==> src/shared/link_init_pkg.sv <==
package link_init_pkg;

   // ----------------------------------------------------------------
   // timing figures, in their own units, and derived cycle counts
   // ----------------------------------------------------------------
   localparam int unsigned CLK_MHZ          = 200;   // system clock rate
   localparam int unsigned PD_LOW_MIN_MS    = 2;     // least low pulse on powerdown
   localparam int unsigned LOCK_TYP_MS      = 15;    // typical lock time
   localparam int unsigned LOCK_MAX_MS      = 22;    // longest lock time
   localparam int unsigned CYC_PER_MS       = CLK_MHZ * 1000;
   localparam int unsigned PD_LOW_CYC       = PD_LOW_MIN_MS * CYC_PER_MS;
   localparam int unsigned LOCK_TYP_CYC     = LOCK_TYP_MS * CYC_PER_MS;
   localparam int unsigned LOCK_MAX_CYC     = LOCK_MAX_MS * CYC_PER_MS;

   // ----------------------------------------------------------------
   // control port layout
   // ----------------------------------------------------------------
   localparam logic [7:0] CTRL_RESET_ADDR   = 8'h01;  // control register 0x01
   localparam int unsigned SOFT_RESET_BIT   = 1;      // self-clearing soft reset
   localparam logic [7:0] EQ_CTRL_ADDR      = 8'h04;  // manual equaliser level
   localparam logic [7:0] EQ_MODE_ADDR      = 8'h4D;  // equaliser bypass select
   localparam int unsigned EQ_BYPASS_BIT    = 6;      // use manual level when set
   localparam int unsigned EQ_W             = 4;      // equaliser level width
   localparam logic [3:0] EQ_RESET_LEVEL    = 4'h0;   // level after adapt restart
   localparam logic [3:0] EQ_MAX_LEVEL      = 4'hF;   // strongest level
   localparam int unsigned CTR_W            = 23;     // wide enough for 22 ms
   localparam logic [7:0] CTRL_RESET_VALUE  = 8'h00;  // value after reset

endpackage

==> src/shared/link_init_if.sv <==
`timescale 1ns/1ps
interface link_init_if;
   logic       powerdown_pin_n;  // powerdown, low holds device in reset
   logic       lock;             // device has data lock
   logic       wr_stb;           // one-cycle control port write
   logic [7:0] wr_addr;          // control register address
   logic [7:0] wr_data;          // control register data
   logic [3:0] eq_level;         // equaliser level in use

   modport device
   (
      input  powerdown_pin_n,
      input  wr_stb,
      input  wr_addr,
      input  wr_data,
      output lock,
      output eq_level
   );

   modport host
   (
      output powerdown_pin_n,
      output wr_stb,
      output wr_addr,
      output wr_data,
      input  lock,
      input  eq_level
   );
endinterface

==> src/link_init_host.sv <==
`timescale 1ns/1ps
// Summary of operation
// - host releases powerdown after supplies settle
// - powerdown held low at least 2 ms
// - lock within 15 ms typical, 22 max
// - soft reset bit resets logic, self-clears
// - wrong bring-up order: host resets device (host here only holds powerdown low until supplies settle, no later check)
// - on lock loss host applies reset
// - lock loss restarts equaliser and acquisition
// - software may force a fixed equaliser level
// host end: pulses powerdown, watches lock, recovers on loss or timeout
module link_init_host
   import link_init_pkg::*;
#(
   parameter int unsigned PD_LOW_CYCLES = PD_LOW_CYC,    // powerdown low time
   parameter int unsigned LOCK_CYCLES   = LOCK_MAX_CYC   // lock timeout
)
(
   input  wire logic         sys_clk_i,          // system clock
   input  wire logic         rstn_i,             // async reset, low active
   input  wire logic         supplies_good_i,    // rails settled
   input  wire logic         use_soft_reset_i,   // recover by soft reset
   input  wire logic         eq_manual_i,        // request fixed level
   input  wire logic [3:0]   eq_level_i,         // fixed level wanted
   output logic              link_up_o,          // link locked
   output logic              fail_o,             // one-cycle timeout pulse
   link_init_if.host         lnk
);

   // ----------------------------------------------------------------
   // state
   // ----------------------------------------------------------------
   typedef enum logic [2:0]
   {
      H_OFF    = 3'b000,  // waiting for supplies
      H_PDLOW  = 3'b001,  // holding powerdown low
      H_WAIT   = 3'b010,  // waiting for lock
      H_UP     = 3'b011,  // link up
      H_SOFT   = 3'b100,  // issuing soft reset
      H_EQ     = 3'b101   // writing equaliser controls
   } hstate_t;

   typedef struct packed
   {
      hstate_t          st;
      logic [CTR_W-1:0] ctr;
      logic [1:0]       lk_s;    // lock synchroniser
      logic [1:0]       sg_s;    // supplies synchroniser
      logic             pd_n;
      logic             stb;
      logic [7:0]       addr;
      logic [7:0]       data;
      logic             eq_step;
      logic             up;
      logic             fail;
   } hreg_t;

   hreg_t q;
   hreg_t d;

   assign lnk.powerdown_pin_n = q.pd_n;
   assign lnk.wr_stb          = q.stb;
   assign lnk.wr_addr         = q.addr;
   assign lnk.wr_data         = q.data;
   assign link_up_o           = q.up;
   assign fail_o              = q.fail;

   // ----------------------------------------------------------------
   // next state
   // ----------------------------------------------------------------
   always_comb
   begin
      d       = q;
      d.lk_s  = {q.lk_s[0], lnk.lock};
      d.sg_s  = {q.sg_s[0], supplies_good_i};
      d.stb   = 1'b0;
      d.fail  = 1'b0;
      d.ctr   = q.ctr + 1'b1;
      case (q.st)
         H_OFF:
         begin
            // release only after rails are stable
            d.pd_n = 1'b0;
            d.ctr  = '0;
            if (q.sg_s[1])
               d.st = H_PDLOW;
         end
         H_PDLOW:
         begin
            // hold low the least pulse width
            d.pd_n = 1'b0;
            if (q.ctr >= CTR_W'(PD_LOW_CYCLES - 1))
            begin
               d.pd_n = 1'b1;
               d.ctr  = '0;
               d.st   = H_WAIT;
            end
         end
         H_WAIT:
         begin
            // give up after the longest lock time
            if (q.lk_s[1])
            begin
               d.st      = H_EQ;
               d.eq_step = 1'b0;
            end
            else if (q.ctr >= CTR_W'(LOCK_CYCLES - 1))
            begin
               d.fail = 1'b1;
               d.ctr  = '0;
               d.st   = use_soft_reset_i ? H_SOFT : H_PDLOW;
               d.pd_n = use_soft_reset_i;
            end
         end
         H_EQ:
         begin
            // two writes: fixed level, then bypass select
            d.stb = 1'b1;
            if (!q.eq_step)
            begin
               d.addr    = EQ_CTRL_ADDR;
               d.data    = {4'h0, eq_level_i};
               d.eq_step = 1'b1;
            end
            else
            begin
               d.addr = EQ_MODE_ADDR;
               d.data = 8'(eq_manual_i) << EQ_BYPASS_BIT;
               d.up   = 1'b1;
               d.st   = H_UP;
            end
         end
         H_UP:
         begin
            // lock dropped: recover
            if (!q.lk_s[1])
            begin
               d.up   = 1'b0;
               d.ctr  = '0;
               d.st   = use_soft_reset_i ? H_SOFT : H_PDLOW;
               d.pd_n = use_soft_reset_i;
            end
         end
         H_SOFT:
         begin
            // self-clearing soft reset write
            d.stb  = 1'b1;
            d.addr = CTRL_RESET_ADDR;
            d.data = 8'(1) << SOFT_RESET_BIT;
            d.ctr  = '0;
            d.st   = H_WAIT;
         end
         default:
         begin
            d.st = H_OFF;
         end
      endcase
   end

   // ----------------------------------------------------------------
   // registers
   // ----------------------------------------------------------------
   always_ff @(posedge sys_clk_i or negedge rstn_i)
   begin
      if (!rstn_i)
      begin
         q <= '{st: H_OFF, default: '0};
      end
      else
      begin
         q <= d;
      end
   end

endmodule

==> src/flat_wrapper.sv <==
// flat-port wrapper written by rule: the top's interface ports become plain ports
module link_init_host_flat import link_init_pkg::*;
#(
   parameter int unsigned PD_LOW_CYCLES = PD_LOW_CYC,                         
   parameter int unsigned LOCK_CYCLES   = LOCK_MAX_CYC                  
)
  (sys_clk_i, rstn_i, supplies_good_i, use_soft_reset_i, eq_manual_i, eq_level_i, link_up_o, fail_o, lnk_powerdown_pin_n, lnk_wr_stb, lnk_wr_addr, lnk_wr_data, lnk_lock, lnk_eq_level);
  link_init_if lnk_i ();
  input  wire logic sys_clk_i;
  input  wire logic rstn_i;
  input  wire logic supplies_good_i;
  input  wire logic use_soft_reset_i;
  input  wire logic eq_manual_i;
  input  wire logic [3:0] eq_level_i;
  output logic link_up_o;
  output logic fail_o;
  output wire logic [$bits(lnk_i.powerdown_pin_n)-1:0] lnk_powerdown_pin_n;
  output wire logic [$bits(lnk_i.wr_stb)-1:0] lnk_wr_stb;
  output wire logic [$bits(lnk_i.wr_addr)-1:0] lnk_wr_addr;
  output wire logic [$bits(lnk_i.wr_data)-1:0] lnk_wr_data;
  input wire logic [$bits(lnk_i.lock)-1:0] lnk_lock;
  input wire logic [$bits(lnk_i.eq_level)-1:0] lnk_eq_level;
  assign lnk_powerdown_pin_n = lnk_i.powerdown_pin_n;
  assign lnk_wr_stb = lnk_i.wr_stb;
  assign lnk_wr_addr = lnk_i.wr_addr;
  assign lnk_wr_data = lnk_i.wr_data;
  assign lnk_i.lock = lnk_lock;
  assign lnk_i.eq_level = lnk_eq_level;
  link_init_host #(.PD_LOW_CYCLES(PD_LOW_CYCLES), .LOCK_CYCLES(LOCK_CYCLES)) u_core (.sys_clk_i(sys_clk_i), .rstn_i(rstn_i), .supplies_good_i(supplies_good_i), .use_soft_reset_i(use_soft_reset_i), .eq_manual_i(eq_manual_i), .eq_level_i(eq_level_i), .link_up_o(link_up_o), .fail_o(fail_o), .lnk(lnk_i));
endmodule
==> config.mk <==
export PLATFORM = sky130hd
export DESIGN_NAME = link_init_host_flat
export DESIGN_NICKNAME = d
export VERILOG_FILES = /design/src/shared/link_init_pkg.sv /design/src/shared/link_init_if.sv /design/src/link_init_host.sv /design/src/flat_wrapper.sv
export SDC_FILE = /design/constraint.sdc
export NUM_CORES = 1
export LEC_CHECK = 0
export ABC_AREA = 1
export BUFFER_PORTS_ARGS = -buffer_cell sky130_fd_sc_hd__buf_2
export CORE_ASPECT_RATIO = 0.9
export CORE_UTILIZATION = 50
export DETAILED_ROUTE_END_ITERATION = 16
export HOLD_SLACK_MARGIN = 0.12
export PLACE_DENSITY = 0.77
export SLEW_MARGIN = 20
export SYNTH_ARGS = -nofsm -noshare
export SYNTH_HDL_FRONTEND = slang
export SYNTH_SLANG_ARGS = --single-unit
==> constraint.sdc <==
create_clock -name sys_clk_i -period 1.55 [get_ports sys_clk_i]
set_input_delay 0.31 -clock sys_clk_i [delete_from_list [all_inputs] [get_ports sys_clk_i]]
set_output_delay 0.31 -clock sys_clk_i [all_outputs]
set_load 0.005 [all_outputs]
## Yosys cells after proc, flatten, opt, wreduce, memory -nomap -nowiden

Cells that the tools add are included.

- Add/sub/neg operators: 1
- $lt $le $gt $ge: 2
- Equal/unequal tests: 13
- Mux-type cells: 25
- Reduce and logical (&&, ||, !) cells: 10

Operators with widths:

| kind | count |
|---|---|
| $pmux W23 S4 | 1 |
| $mux W26 | 3 |
| $pmux W17 S2 | 1 |
| $add A23 B1 Y23 const B | 1 |
| $ge A23 B19 Y1 const B | 1 |
| $ge A23 B23 Y1 const B | 1 |
| $mux W23 | 1 |
| $pmux W3 S6 | 1 |
| $mux W15 | 1 |
| $mux W3 | 4 |
| $mux W1 | 10 |
| $ne A2 B1 Y1 const B | 5 |
| $eq A3 B2 Y1 const B | 2 |
| $eq A3 B3 Y1 const B | 2 |
| $reduce_bool A2 Y1 | 3 |
| $reduce_and A5 Y1 | 1 |
| $ne A2 B2 Y1 const B | 2 |
| $pmux W1 S2 | 2 |
| $pmux W1 S4 | 1 |
| $reduce_and A4 Y1 | 1 |
| $reduce_bool A4 Y1 | 1 |
| $eq A3 B1 Y1 const B | 1 |
| $logic_not A3 Y1 | 1 |
| $ne A3 B1 Y1 const B | 1 |
| 3 further kinds | 3 |

- Bits in registers: 51
- Bits of input ports: 14
- Output and inout bits: 20
- Logic and storage cells: 62

## Logic depth before layout (Yosys ltp)

- Word-level depth: 4
- Gate-level depth with buffers: 14
- Depth with buffers taken out: 14

## Worst setup path after synthesis

Ideal clock, no wire load.

- Kind: register to register
- Start: register u_core.q[25] (netlist bit)
- End: register u_core.q[45] (netlist bit)
- Library setup time: 0.122 ns
- Data arrival time: 1.555 ns
- Required time: 1.428 ns
- Slack: -0.127 ns
- Cell stages (with the launch flop): 12
- Path through: dfrtp_1 -> ha_1 -> nand2_1 -> inv_1 -> nand2_1 -> inv_1 -> nand2_1 -> nor2_1 -> nand4_1 -> nor2_1 -> xor2_1 -> nor2_1

RTL lines:

| element | RTL line | RTL |
|---|---|---|
| start: declaration | link_init_host.sv:58 | `hreg_t q;` |
| start signal: assignment | link_init_host.sv:167 | `q <= '{st: H_OFF, default: '0};` |
| start signal: assignment | link_init_host.sv:171 | `q <= d;` |

==> impl_results.md <==
- Status: complete, but fails checks
- Failing checks: negative setup slack
- DRT Wirelength: 5250 um
- Root buf cell: clkbuf_8
- TritonCTS clock tree: built
- Initial DRT Pass Iterations: 4
- Drt wl/cell: 11.4 um
- # rows: 23
- Die area: 5220 sq um
- IO buf count: 22
- Critical Path RT: 1.73 ns
- Final setup violation count: 25
- Ant. Diodes: 0
- LEAKAGE: 1.75 nW
- DRC viols: 0
- Fill cell count: 383
- Cell area after placement: 2930 sq um
- FMAX: 0.599 GHz
- CTS Buf Count: 5
- Layout area overhead: 29.8%
- IO Pins: 34
- # clock sinks: 43
- CP endpoint kind: flop
- Worst Path Arrival: 1.85 ns
- Worst hold margin: 0.239 ns
- Synth cell types: 28
- First-pass GRT wire length: 8800 um
- Slowest cell on crit path: dfrtp_1
- RSZ-0062 raised after global routing: true
- Post-synthesis instance area: 2470 sq um
- Vias in the first global route: 1981
- Die Ht: 68.6 um
- Layout cells sized above 1: 33.7%
- Layout Nets: 413
- CP cell instances: nor2_1 > nand2_1 > nor2_2 > nand3_1 > nand4_1 > nor2_2 > nor2_4 > buf_12 > nor2_1
- Fraction of registers with async set/reset: 100%
- Die width: 76.0 um
- Final non-filler cell total: 460
- Most frequent cells in the layout: nand2_1 (69), buf_4 (52), nor2_1 (47)
- CP peak stage delay: 0.45 ns
- VDD IR max: 0.561 mV
- Power Total: 2.00 mW
- YS warnings: 0
- Most common cell after layout, fill and taps aside: nand2_1
- CP Launch Type: flop
- Final Hold Viols: 0
- Area contributors post-synth: dfrtp_1 (44%), nand2_1 (12%), nor2_1 (9.0%)
- Critical path class: reg -> reg
- Syn Inst Count: 325
- Count of final max-slew check failures: 0
- Seq/Total Area, Yosys: 43.6%
- CORE AREA: 4600 sq um
- Antenna violations before repair: 0
- Fin crit share: 108%
- Clk buf depth: 2
- Placer Congestion: 0.910
- Worst Slack Setup Final: -0.119 ns
- Most used flip-flop cell after synthesis: dfrtp_1
- DRT antenna net count: 0
- Clk slew on worst S/H paths: 0.08 ns
- Number of synthesized flops with an enable pin: 0
- Clock Skew: 0.00747 ns
- Detailed-route via count: 2173
- GRT overflow: 0
- Synth top area share: 43.6%
- Max-Cap Viols: 0
- Clock Latency Late Sink: 0.29 ns
- Hold crit path type: in -> reg
- Via density: 4.72
- 1st-iter DRT viols: 119
- Mean Syn Cell Area: 7.59 sq um
- H-tree Lvls: 2
- Final Cell Area: 3200 sq um
- Crit Path Max Fanout: 16
- DP Wirelength: 3930 um
- Pin count of the biggest net entering global routing: 29
- Total Routing Usage GR: 22.0%
- Final core utilization: 69.5%
- Power per cell area: 624 nW/um^2
- Placed Cells: 445
- Biggest area consumer among synthesized cells: dfrtp_1
- Final worst path period need: 1.67 ns
- Initial core utilization: 53.6%
- Synth Register Bits: 43
## kinds of logic (layout without fill, tap and decap cells)
logic type / count (synthesis) / count (layout) / share of synthesized area (%)
xor+xnor: 20 / 20 / 7.10
flops: 43 / 43 / 43.6
buf+inv: 58 / 125 / 12.0
compound gates: 14 / 14 / 3.70
fa+ha+maj: 1 / 1 / 0.507
other cells: 1 / 7 / 0.152
simple gates: 188 / 188 / 32.9
## report_power, final
group | total [mW] | switching, mW | internal [mW]
Clock | 0.814 | 0.342 | 0.472
Combinational | 0.0548 | 0.0350 | 0.0197
Sequential | 1.13 | 0.00162 | 1.13
## worst max-delay path, delay by kind of cell (launching register included)
kind | cells | cell delay, ns
and+or+nand+nor | 8 | 0.93
DFF | 1 | 0.45
buffers and inverters | 1 | 0.16
## metal layers
| metal | track usage [%] | routed length, um |
|---|---|---|
| met1 | 28.6 | 2520 |
| met2 | 37.7 | 2410 |
| met3 | 4.47 | 251 |
| met4 | 7.45 | 68 |
| met5 | 0 | 0 |
## cell usage after synthesis, types with 2 or more instances
cell type,number
o21ai_0,6
dfrtp_1,43
nand3_2,2
nor2_2,11
nand3_1,20
nand2_1,78
xnor2_1,3
nand4_1,5
inv_1,36
nor2_1,59
a22o_1,3
xor2_1,17
nor3_1,9
buf_4,16
buf_6,2
o21bai_1,2
buf_2,2
## cell type report
cell class              instances  area, sq um  share of cell area (%)
flip-flops and latches         43         1080                    33.7
multi-input cells             230         1210                    37.8
inverters                      37          139                    4.34
clock inverters                 1         30.0                   0.938
clock buffers                   6         72.6                    2.27
well taps                      62         77.6                    2.42
repair buffers                 81          593                    18.5
## path summary, 6_finish.rpt
check                      depth (start not counted)  slack (ns)          start                    end
hold / removal                                     3        0.24  eq_level_i[1]  u_core.lnk.wr_data[1]
hold reg to reg                                    0        0.36   u_core.d[24]           u_core.q[24]
setup / recovery                                   9       -0.12   u_core.q[44]           u_core.q[32]
setup reg to reg                                   9       -0.12   u_core.q[44]           u_core.q[32]
max in group asynchronous                          3        0.57         rstn_i           u_core.q[33]
min in group asynchronous                          2        0.48         rstn_i           u_core.q[29]
## metrics by stage
step | setup slack [ns] | TNS (ns)
floorplan | -0.0688 | -1.09
global placement | -0.123 | -2.48
detailed placement | -0.167 | -3.51
CTS | -0.101 | -2.07
global route | -0.243 | -5.69
finish | -0.119 | -2.48
## repair_timing
action                     in CTS  in global routing
cloned                          0                  0
hold endpoints to repair       17                  0
pin swaps                       6                  5
setup endpoints to repair      27                 28
setup buffers                   2                  3
hold buffers                    3                  0
resized for setup              19                 19
## sequential cells by signal, indices dropped and copies added (netlist names)
signal,cells
u_core.lnk.wr_addr,3
u_core.lnk.wr_stb,1
u_core.lnk.wr_data,5
u_core.d,2
u_core.q,29
u_core.link_up_o,1
u_core.fail_o,1
u_core.lnk.powerdown_pin_n,1
Power figures use the tool's default switching activity.
